**src/inc/cmps_pkg.sv**
```systemverilog
// Constants and carrier types shared by the current-mode PWM supervisor.
package cmps_pkg;
  // ----------------------------------------------------------------
  // Clock and timing figures
  // ----------------------------------------------------------------
  localparam int unsigned CLK_HZ       = 10_000_000;
  localparam int unsigned T_STARTUP_MS = 15;
  localparam int unsigned T_SS_MS      = 10;
  localparam int unsigned T_OVL_MS     = 22;
  localparam int unsigned STARTUP_CYC  = T_STARTUP_MS * (CLK_HZ / 1000);
  localparam int unsigned SS_CYC       = T_SS_MS * (CLK_HZ / 1000);
  localparam int unsigned OVL_CYC      = T_OVL_MS * (CLK_HZ / 1000);
  // ----------------------------------------------------------------
  // Oscillator and dither
  // ----------------------------------------------------------------
  localparam int unsigned F_MIN_HZ     = 63_000;
  localparam int unsigned F_STEP_HZ    = 250;
  localparam int unsigned F_NOM_HZ     = 65_000;
  localparam int unsigned F_SWEEP_HZ   = 125;
  localparam int unsigned DITHER_STEPS = 16;
  localparam int unsigned STEP_CYC     = CLK_HZ / (F_SWEEP_HZ * DITHER_STEPS);
  localparam int unsigned MAX_DUTY_PCT = 75;
  // ----------------------------------------------------------------
  // Analogue levels as 12-bit codes (burst levels 13-bit), 1 mV per LSB
  // ----------------------------------------------------------------
  localparam logic [11:0] MV_SS_BEGIN  = 12'h1f4;
  localparam logic [11:0] MV_SS_END    = 12'h3e8;
  localparam logic [11:0] MV_CHG_OFF   = 12'h5dc;
  localparam logic [11:0] MV_PULSE_END = 12'h3e8;
  localparam logic [12:0] MV_BURST_ON  = 13'h03b6;
  localparam logic [12:0] MV_BURST_OFF = 13'h0370;
  localparam logic [11:0] MV_OVL_REF   = 12'h032;
  localparam logic [11:0] GAIN_NUM     = 12'h28f;
  localparam int unsigned GAIN_SHIFT   = 12;
  // ----------------------------------------------------------------
  // Register map
  // ----------------------------------------------------------------
  localparam int unsigned ADDR_W      = 8;
  localparam logic [7:0]  REG_CTRL    = 8'h00;
  localparam logic [7:0]  REG_STATUS  = 8'h04;
  localparam logic [7:0]  REG_SSLEVEL = 8'h08;
  localparam logic [7:0]  REG_PERIOD  = 8'h0c;
  localparam int unsigned CTRL_DITHER = 0;
  localparam int unsigned CTRL_GATE   = 1;
  localparam logic [1:0]  CTRL_RESET  = 2'h3;
  localparam logic [1:0]  RESP_OKAY   = 2'h0;
  localparam logic [1:0]  RESP_SLVERR = 2'h2;
  // ----------------------------------------------------------------
  // Types
  // ----------------------------------------------------------------
  typedef struct packed {
    logic vccStart;
    logic vccStop;
    logic vccReset;
    logic vccOver;
    logic latchTrip;
    logic lineLow;
    logic lineRecovered;
  } cmps_flags_s;
  typedef enum logic [1:0] {ST_UVLO, ST_SOFT, ST_RUN} cmps_state_e;
endpackage : cmps_pkg

```
**src/rtl/cmps_osc.sv**
```systemverilog
// Dithered switching oscillator of the current-mode PWM supervisor.
`timescale 1ns/10ps
module cmps_osc
  import cmps_pkg::*;
#(
  parameter int unsigned STEP_CYCLES = STEP_CYC
) (
  // Clock and reset
  input  wire logic       clk_sys,
  input  wire logic       resetn,
  // Control
  input  wire logic       runEn,
  input  wire logic       ditherEn,
  // Timing
  output logic            cycleStart,
  output logic            onWindow,
  output logic [7:0]      period
);
  logic [15:0] stepCnt_q;
  logic [3:0]  stepIdx_q;
  logic [7:0]  cnt_q;
  logic [7:0]  period_q;

  function automatic logic [7:0] periodOf(input logic [3:0] idx, input logic dith);
    int unsigned f;
    f = dith ? F_MIN_HZ + F_STEP_HZ * idx : F_NOM_HZ;
    periodOf = 8'(CLK_HZ / f);
  endfunction : periodOf

  // The sweep runs freely so that a restart does not reset the dither phase.
  always_ff @(posedge clk_sys or negedge resetn) begin
    if (!resetn) begin
      stepCnt_q <= 16'h0000;
      stepIdx_q <= 4'h0;
    end else if (stepCnt_q == 16'(STEP_CYCLES - 1)) begin
      stepCnt_q <= 16'h0000;
      stepIdx_q <= stepIdx_q + 4'h1;
    end else begin
      stepCnt_q <= stepCnt_q + 16'h0001;
    end
  end

  // A new period is taken only at a cycle boundary to avoid runt pulses.
  always_ff @(posedge clk_sys or negedge resetn) begin
    if (!resetn) begin
      cnt_q    <= 8'h00;
      period_q <= 8'(CLK_HZ / F_NOM_HZ);
    end else if (!runEn || cnt_q == period_q - 8'h01) begin
      cnt_q    <= 8'h00;
      period_q <= periodOf(stepIdx_q, ditherEn);
    end else begin
      cnt_q <= cnt_q + 8'h01;
    end
  end

  assign cycleStart = runEn && cnt_q == 8'h00;
  assign onWindow   = runEn && (16'(cnt_q) * 16'd100 < 16'(period_q) * 16'(MAX_DUTY_PCT));
  assign period     = period_q;
endmodule : cmps_osc

```
**src/rtl/cmps_top.sv**
```systemverilog
// Start-up, soft-start, pulse-end and protection logic of the PWM supervisor.
`timescale 1ns/10ps
// Overview of operation
// - Charging path off 15 ms after start.
// - Soft start from start threshold to 1 V.
// - At 8 V: charge, stop drive, zero ramp.
// - Restart and rerun soft start after lockout.
// - Soft-start ramp 0.5 to 1 V over 10 ms.
// - Charging path off when ramp hits 1.5 V.
// - Dither between 63 and 67 kHz, 16 steps.
// - 250 Hz steps; sweep repeats at 125 Hz.
// - Gate off when sense meets 1 V minus offset.
// - No internal blanking on sense input.
// - Burst above 0.95 V, leave below 0.88 V.
// - Burst comparison sampled only with gate off.
// - Clock phase high: sense below 50 mV runs timer.
// - Overload 22 ms trips; cleared only by lockout.
// - Sense overload detection only after soft start.
// - Line flag below 2 V, 0.5 V hysteresis.
// - Line flag stops gate; 22 ms trips overload.
// - Latch input above 4 V latches until 5 V.
// - Supply at 19 V latches until 5 V.
module cmps_top
  import cmps_pkg::*;
#(
  parameter int unsigned STARTUP_CYCLES = STARTUP_CYC,
  parameter int unsigned SS_CYCLES      = SS_CYC,
  parameter int unsigned OVL_CYCLES     = OVL_CYC,
  parameter int unsigned STEP_CYCLES    = STEP_CYC
) (
  // Clock and reset
  input  wire logic              clk_sys,
  input  wire logic              resetn,
  // Analogue front end
  input  wire cmps_flags_s       cmpFlagsRaw,
  input  wire logic [11:0]       senseCode,
  input  wire logic [11:0]       latchPinCode,
  // Power stage
  output logic                   gateOut,
  output logic                   chargeEn,
  // AXI4-Lite write address
  input  wire logic              s_axi_awvalid,
  output logic                   s_axi_awready,
  input  wire logic [ADDR_W-1:0] s_axi_awaddr,
  input  wire logic [2:0]        s_axi_awprot,
  // AXI4-Lite write data and response
  input  wire logic              s_axi_wvalid,
  output logic                   s_axi_wready,
  input  wire logic [31:0]       s_axi_wdata,
  input  wire logic [3:0]        s_axi_wstrb,
  output logic                   s_axi_bvalid,
  input  wire logic              s_axi_bready,
  output logic [1:0]             s_axi_bresp,
  // AXI4-Lite read
  input  wire logic              s_axi_arvalid,
  output logic                   s_axi_arready,
  input  wire logic [ADDR_W-1:0] s_axi_araddr,
  input  wire logic [2:0]        s_axi_arprot,
  output logic                   s_axi_rvalid,
  input  wire logic              s_axi_rready,
  output logic [31:0]            s_axi_rdata,
  output logic [1:0]             s_axi_rresp
);
  localparam int unsigned SS_STEP = SS_CYCLES / 500;

  cmps_flags_s syncA_q, syncB_q, syncC_q, flags_q;
  cmps_state_e state_q;
  logic [11:0] ssLevel_q;
  logic [15:0] ssTick_q;
  logic [19:0] startCnt_q;
  logic [19:0] ovlCnt_q;
  logic [11:0] offset_q;
  logic        chargeEn_q, gate_q, burst_q, ovlShut_q, supOver_q, latchShut_q;
  logic        lineUv_q, senseLow_q;
  logic [1:0]  ctrl_q;
  logic        cycleStart, onWindow, startNow, ovlRun, shutdown;
  logic [7:0]  period;
  logic [11:0] pulseThr;
  logic [12:0] burstSum;

  // ----------------------------------------------------------------
  // Comparator flag synchronisers
  // ----------------------------------------------------------------
  // A flag moves only once two later stages agree, so a crossing that
  // chatters for one clock is never acted upon.
  always_ff @(posedge clk_sys or negedge resetn) begin
    if (!resetn) begin
      syncA_q <= '0;
      syncB_q <= '0;
      syncC_q <= '0;
      flags_q <= '0;
    end else begin
      syncA_q <= cmpFlagsRaw;
      syncB_q <= syncA_q;
      syncC_q <= syncB_q;
      if (syncB_q == syncC_q) begin
        flags_q <= syncC_q;
      end
    end
  end

  // ----------------------------------------------------------------
  // Power-limit offset and comparison levels
  // ----------------------------------------------------------------
  function automatic logic [11:0] gainOf(input logic [11:0] lvl);
    logic [23:0] prod;
    prod   = lvl * GAIN_NUM;
    gainOf = prod[GAIN_SHIFT+11:GAIN_SHIFT];
  endfunction : gainOf

  always_ff @(posedge clk_sys or negedge resetn) begin
    if (!resetn) begin
      offset_q <= 12'h000;
    end else begin
      offset_q <= gainOf(latchPinCode);
    end
  end

  // While soft start runs the ramp replaces the normal threshold.
  assign pulseThr = (state_q == ST_SOFT) ? ssLevel_q : MV_PULSE_END - offset_q;
  assign burstSum = {1'b0, senseCode} + {1'b0, offset_q};

  // ----------------------------------------------------------------
  // Sequencer
  // ----------------------------------------------------------------
  assign startNow = flags_q.vccStart && !flags_q.vccStop && !latchShut_q && !supOver_q;

  always_ff @(posedge clk_sys or negedge resetn) begin
    if (!resetn) begin
      state_q <= ST_UVLO;
    end else if (flags_q.vccStop) begin
      state_q <= ST_UVLO;
    end else begin
      case (state_q)
        ST_UVLO: begin
          if (startNow) begin
            state_q <= ST_SOFT;
          end
        end
        ST_SOFT: begin
          if (ssLevel_q >= MV_SS_END) begin
            state_q <= ST_RUN;
          end
        end
        ST_RUN: begin
          state_q <= ST_RUN;
        end
        default: begin
          state_q <= ST_UVLO;
        end
      endcase
    end
  end

  // The ramp keeps rising after soft start so the 1.5 V charge cut-off works.
  always_ff @(posedge clk_sys or negedge resetn) begin
    if (!resetn) begin
      ssLevel_q <= 12'h000;
      ssTick_q  <= 16'h0000;
    end else if (state_q == ST_UVLO || flags_q.vccStop) begin
      ssLevel_q <= startNow && state_q == ST_UVLO ? MV_SS_BEGIN : 12'h000;
      ssTick_q  <= 16'h0000;
    end else if (ssTick_q == 16'(SS_STEP - 1)) begin
      ssTick_q <= 16'h0000;
      if (ssLevel_q < MV_CHG_OFF) begin
        ssLevel_q <= ssLevel_q + 12'h001;
      end
    end else begin
      ssTick_q <= ssTick_q + 16'h0001;
    end
  end

  // ----------------------------------------------------------------
  // Start-up charging path
  // ----------------------------------------------------------------
  always_ff @(posedge clk_sys or negedge resetn) begin
    if (!resetn) begin
      startCnt_q <= 20'h00000;
      chargeEn_q <= 1'b1;
    end else if (state_q == ST_UVLO) begin
      startCnt_q <= 20'h00000;
      chargeEn_q <= 1'b1;
    end else begin
      if (startCnt_q != 20'(STARTUP_CYCLES - 1)) begin
        startCnt_q <= startCnt_q + 20'h00001;
      end
      if (startCnt_q == 20'(STARTUP_CYCLES - 1) || ssLevel_q >= MV_CHG_OFF) begin
        chargeEn_q <= 1'b0;
      end
    end
  end

  // ----------------------------------------------------------------
  // Protections
  // ----------------------------------------------------------------
  always_ff @(posedge clk_sys or negedge resetn) begin
    if (!resetn) begin
      latchShut_q <= 1'b0;
      supOver_q   <= 1'b0;
    end else begin
      if (flags_q.latchTrip) begin
        latchShut_q <= 1'b1;
      end else if (flags_q.vccReset) begin
        latchShut_q <= 1'b0;
      end
      if (flags_q.vccOver) begin
        supOver_q <= 1'b1;
      end else if (flags_q.vccReset) begin
        supOver_q <= 1'b0;
      end
    end
  end

  always_ff @(posedge clk_sys or negedge resetn) begin
    if (!resetn) begin
      lineUv_q <= 1'b0;
    end else if (flags_q.lineLow) begin
      lineUv_q <= 1'b1;
    end else if (flags_q.lineRecovered) begin
      lineUv_q <= 1'b0;
    end
  end

  // The off part of the switching cycle is the internal clock's high phase.
  always_ff @(posedge clk_sys or negedge resetn) begin
    if (!resetn) begin
      senseLow_q <= 1'b0;
    end else if (state_q != ST_UVLO && !onWindow) begin
      senseLow_q <= senseCode < MV_OVL_REF;
    end
  end

  assign ovlRun = (state_q == ST_RUN && senseLow_q)
               || (state_q != ST_UVLO && lineUv_q);

  always_ff @(posedge clk_sys or negedge resetn) begin
    if (!resetn) begin
      ovlCnt_q  <= 20'h00000;
      ovlShut_q <= 1'b0;
    end else if (state_q == ST_UVLO) begin
      ovlCnt_q  <= 20'h00000;
      ovlShut_q <= 1'b0;
    end else if (!ovlRun) begin
      ovlCnt_q <= 20'h00000;
    end else if (ovlCnt_q == 20'(OVL_CYCLES - 1)) begin
      ovlShut_q <= 1'b1;
    end else begin
      ovlCnt_q <= ovlCnt_q + 20'h00001;
    end
  end

  // ----------------------------------------------------------------
  // Burst mode
  // ----------------------------------------------------------------
  always_ff @(posedge clk_sys or negedge resetn) begin
    if (!resetn) begin
      burst_q <= 1'b0;
    end else if (state_q == ST_UVLO) begin
      burst_q <= 1'b0;
    end else if (!gate_q) begin
      if (burstSum > MV_BURST_ON) begin
        burst_q <= 1'b1;
      end else if (burstSum < MV_BURST_OFF) begin
        burst_q <= 1'b0;
      end
    end
  end

  // ----------------------------------------------------------------
  // Oscillator and gate
  // ----------------------------------------------------------------
  cmps_osc #(
    .STEP_CYCLES (STEP_CYCLES)
  ) uOsc (
    .clk_sys    (clk_sys),
    .resetn     (resetn),
    .runEn      (state_q != ST_UVLO),
    .ditherEn   (ctrl_q[CTRL_DITHER]),
    .cycleStart (cycleStart),
    .onWindow   (onWindow),
    .period     (period)
  );

  assign shutdown = state_q == ST_UVLO || ovlShut_q || supOver_q || latchShut_q
                 || lineUv_q || burst_q || !ctrl_q[CTRL_GATE];

  // Sense is compared raw every clock; turn-on noise must be filtered outside.
  always_ff @(posedge clk_sys or negedge resetn) begin
    if (!resetn) begin
      gate_q <= 1'b0;
    end else if (shutdown) begin
      gate_q <= 1'b0;
    end else if (cycleStart) begin
      gate_q <= senseCode < pulseThr;
    end else if (!onWindow || senseCode >= pulseThr) begin
      gate_q <= 1'b0;
    end
  end

  assign gateOut  = gate_q;
  assign chargeEn = chargeEn_q;

  // ----------------------------------------------------------------
  // AXI4-Lite slave
  // ----------------------------------------------------------------
  logic              awHeld_q, wHeld_q, bvalid_q, rvalid_q, doWrite;
  logic [ADDR_W-1:0] awAddr_q;
  logic [31:0]       wData_q, rdata_q, readMux;
  logic [3:0]        wStrb_q;
  logic [1:0]        bresp_q, rresp_q, readResp;

  assign s_axi_awready = !awHeld_q;
  assign s_axi_wready  = !wHeld_q;
  assign s_axi_arready = !rvalid_q;
  assign doWrite       = awHeld_q && wHeld_q && !bvalid_q;

  always_ff @(posedge clk_sys or negedge resetn) begin
    if (!resetn) begin
      awHeld_q <= 1'b0;
      wHeld_q  <= 1'b0;
      awAddr_q <= '0;
      wData_q  <= 32'h00000000;
      wStrb_q  <= 4'h0;
    end else begin
      if (s_axi_awvalid && !awHeld_q) begin
        awHeld_q <= 1'b1;
        awAddr_q <= s_axi_awaddr;
      end else if (doWrite) begin
        awHeld_q <= 1'b0;
      end
      if (s_axi_wvalid && !wHeld_q) begin
        wHeld_q <= 1'b1;
        wData_q <= s_axi_wdata;
        wStrb_q <= s_axi_wstrb;
      end else if (doWrite) begin
        wHeld_q <= 1'b0;
      end
    end
  end

  always_ff @(posedge clk_sys or negedge resetn) begin
    if (!resetn) begin
      bvalid_q <= 1'b0;
      bresp_q  <= RESP_OKAY;
      ctrl_q   <= CTRL_RESET;
    end else if (doWrite) begin
      bvalid_q <= 1'b1;
      bresp_q  <= (awAddr_q > REG_PERIOD || awAddr_q[1:0] != 2'h0) ? RESP_SLVERR : RESP_OKAY;
      if (awAddr_q == REG_CTRL && wStrb_q[0]) begin
        ctrl_q <= wData_q[1:0];
      end
    end else if (s_axi_bready) begin
      bvalid_q <= 1'b0;
    end
  end

  always_comb begin
    readMux  = 32'h00000000;
    readResp = RESP_OKAY;
    case (s_axi_araddr)
      REG_CTRL:    readMux = {30'h0, ctrl_q};
      REG_STATUS:  readMux = {23'h0, gate_q, chargeEn_q, lineUv_q, latchShut_q,
                              supOver_q, ovlShut_q, burst_q, state_q};
      REG_SSLEVEL: readMux = {20'h0, ssLevel_q};
      REG_PERIOD:  readMux = {24'h0, period};
      default:     readResp = RESP_SLVERR;
    endcase
  end

  always_ff @(posedge clk_sys or negedge resetn) begin
    if (!resetn) begin
      rvalid_q <= 1'b0;
      rdata_q  <= 32'h00000000;
      rresp_q  <= RESP_OKAY;
    end else if (s_axi_arvalid && !rvalid_q) begin
      rvalid_q <= 1'b1;
      rdata_q  <= readMux;
      rresp_q  <= readResp;
    end else if (s_axi_rready) begin
      rvalid_q <= 1'b0;
    end
  end

  assign s_axi_bvalid = bvalid_q;
  assign s_axi_bresp  = bresp_q;
  assign s_axi_rvalid = rvalid_q;
  assign s_axi_rdata  = rdata_q;
  assign s_axi_rresp  = rresp_q;
endmodule : cmps_top

```
**config.mk**
```make
export PLATFORM = sky130hd
export DESIGN_NAME = cmps_top
export DESIGN_NICKNAME = d
export VERILOG_FILES = /design/src/inc/cmps_pkg.sv /design/src/rtl/cmps_osc.sv /design/src/rtl/cmps_top.sv
export SDC_FILE = /design/constraint.sdc
export NUM_CORES = 1
export LEC_CHECK = 0
export ABC_AREA = 0
export BUFFER_PORTS_ARGS = -buffer_cell sky130_fd_sc_hd__buf_2
export CORE_UTILIZATION = 37
export CTS_BUF_LIST = sky130_fd_sc_hd__clkbuf_16
export DETAILED_ROUTE_END_ITERATION = 6
export PLACE_DENSITY = 0.61
export SKIP_CTS_REPAIR_TIMING = 1
export SLEW_MARGIN = 15
export SYNTH_ARGS = -nofsm -noshare
export SYNTH_HDL_FRONTEND = slang
export SYNTH_SLANG_ARGS = --single-unit
```
**constraint.sdc**
```tcl
create_clock -name clk_sys -period 143 [get_ports clk_sys]
set_clock_uncertainty 0.1 [all_clocks]
set_input_delay 7.15 -clock clk_sys [delete_from_list [all_inputs] [get_ports clk_sys]]
set_output_delay 7.15 -clock clk_sys [all_outputs]
set_load 0.02 [all_outputs]
```
==> results.toml <==
[min_path]
whs_endpoint = "syncB_q[5]"
hp-start = "syncA_q[5]"
hold_path_class = "reg -> reg"
holdPathStages = 0

[routing]
dr.pass1.iters = 7
via_count = 29800
viasPerCell = 5.57
post_drt_wl_per_cell_um = 15.8
ant_nets = 0
drc_errors = 0
drt_iter0_drc = 1870
wirelength_um = 84500

[clock_network]
cts-htree-levels = 4
cts_tree = "done"
cts-buffers-inserted = 17
clock_path_buffers = 2
clock_sinks = 183
cts_root_buf = "clkbuf_16"
clkLatencyLatePin_ns = 0.45
clk_pin_slew_ns = 0.08

[global_route]
grt_usage_pct = 18.7
globalRouteOverflowTotal = 0
grt_pass1_wl_um = 141000
grt_pass1_vias = 28100
antenna_found_initial = 0
use_met1_pct = 27.1
grt_most_used_layer = "met2"
met3_usage_pct = 1.23
grtUsageMet2_pct = 30.6
grt_start_max_net_pins = 115

[worst_setup_path]
path_max_fanout = 34
critPathLaunchType = "flop"
worstPathRequired_ns = 143.28
cp.arrival_ns = 69.79
r2r_cells = 328
rrSetupSlack_ns = 73.49
endpoint_kind = "flop"
worst_path_max_delay_cell = "or3_1"
reg2reg_from = "uOsc.stepIdx_q[1]"
worstReg2RegEnd = "uOsc.period[0]"
worstSetupPathType = "reg -> reg"
slowest_delay_ns = 0.79
crit_top_cell = "o21ai_0"

[run]
cap_viol_max_count = 0

[power]
p_comb_share_pct = 63.8
powerDensity_mw_per_mm2 = 9.09
switching_share_pct = 46.2
clockPowerShare_pct = 15.6
peakVddDrop_uv = 12.1
switchingPower_uw = 145
p_leak_uw = 0.0164
p_int_uw = 169
p_seq_share_pct = 20.6

[cells_and_area]
drive_gt1_share_pct = 8.53
final_cells = 5342
regArea_sq_mm = 0.00459
final_cell_area_sq_mm = 0.0346
multi_input_area_sq_mm = 0.0263
n_fill_cell = 8808
syn2layout_area_growth_pct = 7.16
nets = 4807

[placed_design]
dp_cells = 5309
detailed_place_hpwl_um = 66800
placed_area_sq_mm = 0.0340
port_buffers = 77
finalWeightedCongestion = 0.862

[synth]
yosys_most_used_dff = "dfrtp_1"
synth_edf_count = 0
ys_top_cells_by_area = "ha_1, dfrtp_1, xnor2_1"
ys_ff_latch = 183
yosysTopAreaCellShare_pct = 18.5
synth_cell_types = 128
syn_inst = 4134
synth_area_leader_cell = "ha_1"
syn_area_per_cell_sq_um = 7.81
yosysSeqAreaShare_pct = 14.2
syn_area_sq_mm = 0.0323
synthArstFlopShare_pct = 100
ys_warn_count = 0

[sta]
max_freq_ghz = 0.0144
final.setup.tns_ns = 0
rsz0062_at_grt = "false"
timing.final.crit_share_pct = 48.6
relSlewSlack_pct = 36.0
slew_violations = 0
hold_slack_ns = 0.256
tightest_slew_ns = 0.953
min_period_ns = 69.51
hold_viol = 0
finalSetupViolations = 0

[outcome]
status = "finished, final reports clean"

[die]
ioPinCount = 139
initial_utilization_pct = 37.6
die_h_um = 297
core_sq_mm = 0.0858
die_area_sq_mm = 0.0885
rows = 107
die_w_um = 297
## metal layers
layer | vias to the layer above | part of all wire (%) | routed length [um]
li1 | 15100 | - | -
met2 | 560 | 44 | 37600
met3 | 64 | 3.8 | 3190
met1 | 14000 | 50 | 42400
met4 | 0 | 1.5 | 1270
met5 | - | 0 | 0
## power by group through the flow
stage	Clock, uW	Combinational, uW	Sequential, uW
6_report	49.2	201	64.8
3_3_place_gp	0	197	65.6
4_1_cts	50.9	202	64.8
2_1_floorplan	0	163	63.7
5_1_grt	52.5	233	65.8
3_5_place_dp	0	200	65.8
## synth_stat cells (all sizes together), types with 28 or more instances
cell type  number
xnor2         192
buf            53
and2           67
nand3         111
a21o          113
or2            28
clkbuf         66
a211oi         45
a31oi          34
mux2           84
inv           243
xor2          130
o21a           76
fa             50
o31ai          63
and3           51
o211ai         30
nand4          56
nor2b          68
nor2          417
nand2         320
ha            477
a21oi         313
o21bai         29
dfrtp         176
nor3           88
o21ai         273
or3            35
nand2b        106
## cell type report
| class | count | share of cell area (%) |
|---|---|---|
| Antenna cell | 1 | 0.00723 |
| Tap cell | 1144 | 4.14 |
| Sequential cell | 183 | 13.3 |
| Multi-Input combinational cell | 3622 | 76.1 |
| Timing Repair Buffer | 117 | 2.01 |
| Clock inverter | 15 | 0.575 |
| Clock buffer | 17 | 1.23 |
| Inverter | 243 | 2.64 |
## state kept, by name, indices dropped and copies added (netlist names), 2 cells and up
register,count
flags_q,7
awAddr_q,8
s_axi_rdata,12
syncA_q,7
uOsc.stepIdx_q,4
ssTick_q,16
ssLevel_q,12
ctrl_q,2
ovlCnt_q,20
uOsc.cnt_q,8
wData_q,2
uOsc.period,8
syncB_q,7
offset_q,10
startCnt_q,20
syncC_q,7
uOsc.stepCnt_q,16
state_q,2
## through the flow
| step | setup slack [ns] | power, uW | util [%] |
|---|---|---|---|
| after global placement | 74.38 | 263 | 39.6 |
| final | 73.49 | 315 | 40.3 |
| after detailed placement | 74.09 | 266 | 39.6 |
| after floorplan | 80.02 | 226 | - |
| after global routing | 66.99 | 351 | 40.3 |
| after CTS | 73.76 | 318 | 40.3 |
## worst max-delay path: cells and delay by family (launching register included)
kind | cells | cell delay [ns]
buffers and inverters | 10 | 2.32
multiplexers | 5 | 2.02
AND/OR/NAND/NOR | 127 | 24.56
flip-flops | 1 | 0.36
AO/OA/AOI/OAI | 160 | 32.00
adder cells (fa/ha/maj) | 22 | 7.35
XOR/XNOR | 4 | 0.59
## kinds of logic after synthesis
group | share of synthesized area [%]
buf+inv | 4.64
xor+xnor | 8.76
mux | 3.98
flops | 14.2
other cells | 0.0233
compound gates | 24.4
simple gates | 22.4
fa+ha+maj | 21.6
## how the worst max path moves through the flow
stage	start	endpoint	slack, ns
after floorplan	uOsc.stepIdx_q[1]	uOsc.period[0]	80.02
after global placement	uOsc.stepIdx_q[1]	uOsc.period[0]	74.38
after detailed placement	uOsc.stepIdx_q[1]	uOsc.period[0]	74.09
after CTS	uOsc.stepIdx_q[1]	uOsc.period[0]	73.76
after global routing	uOsc.stepIdx_q[1]	uOsc.period[0]	66.99
final	uOsc.stepIdx_q[1]	uOsc.period[0]	73.49
## cells in the final DEF (no fill, tap or decap), types with 51 or more instances in the layout
cell / count
mux2_2: 78
nand4_1: 54
o21ai_0: 248
nor2b_1: 68
nor3_1: 79
and3_1: 51
a21oi_1: 309
xnor2_1: 192
dfrtp_1: 176
ha_1: 477
inv_1: 242
o31ai_1: 62
a21o_1: 113
nand2b_1: 106
nand2_1: 316
buf_2: 76
o21a_1: 76
xor2_1: 129
nand3_1: 107
and2_1: 65
nor2_1: 411
Note: power is estimated with default switching activity, not from simulation.
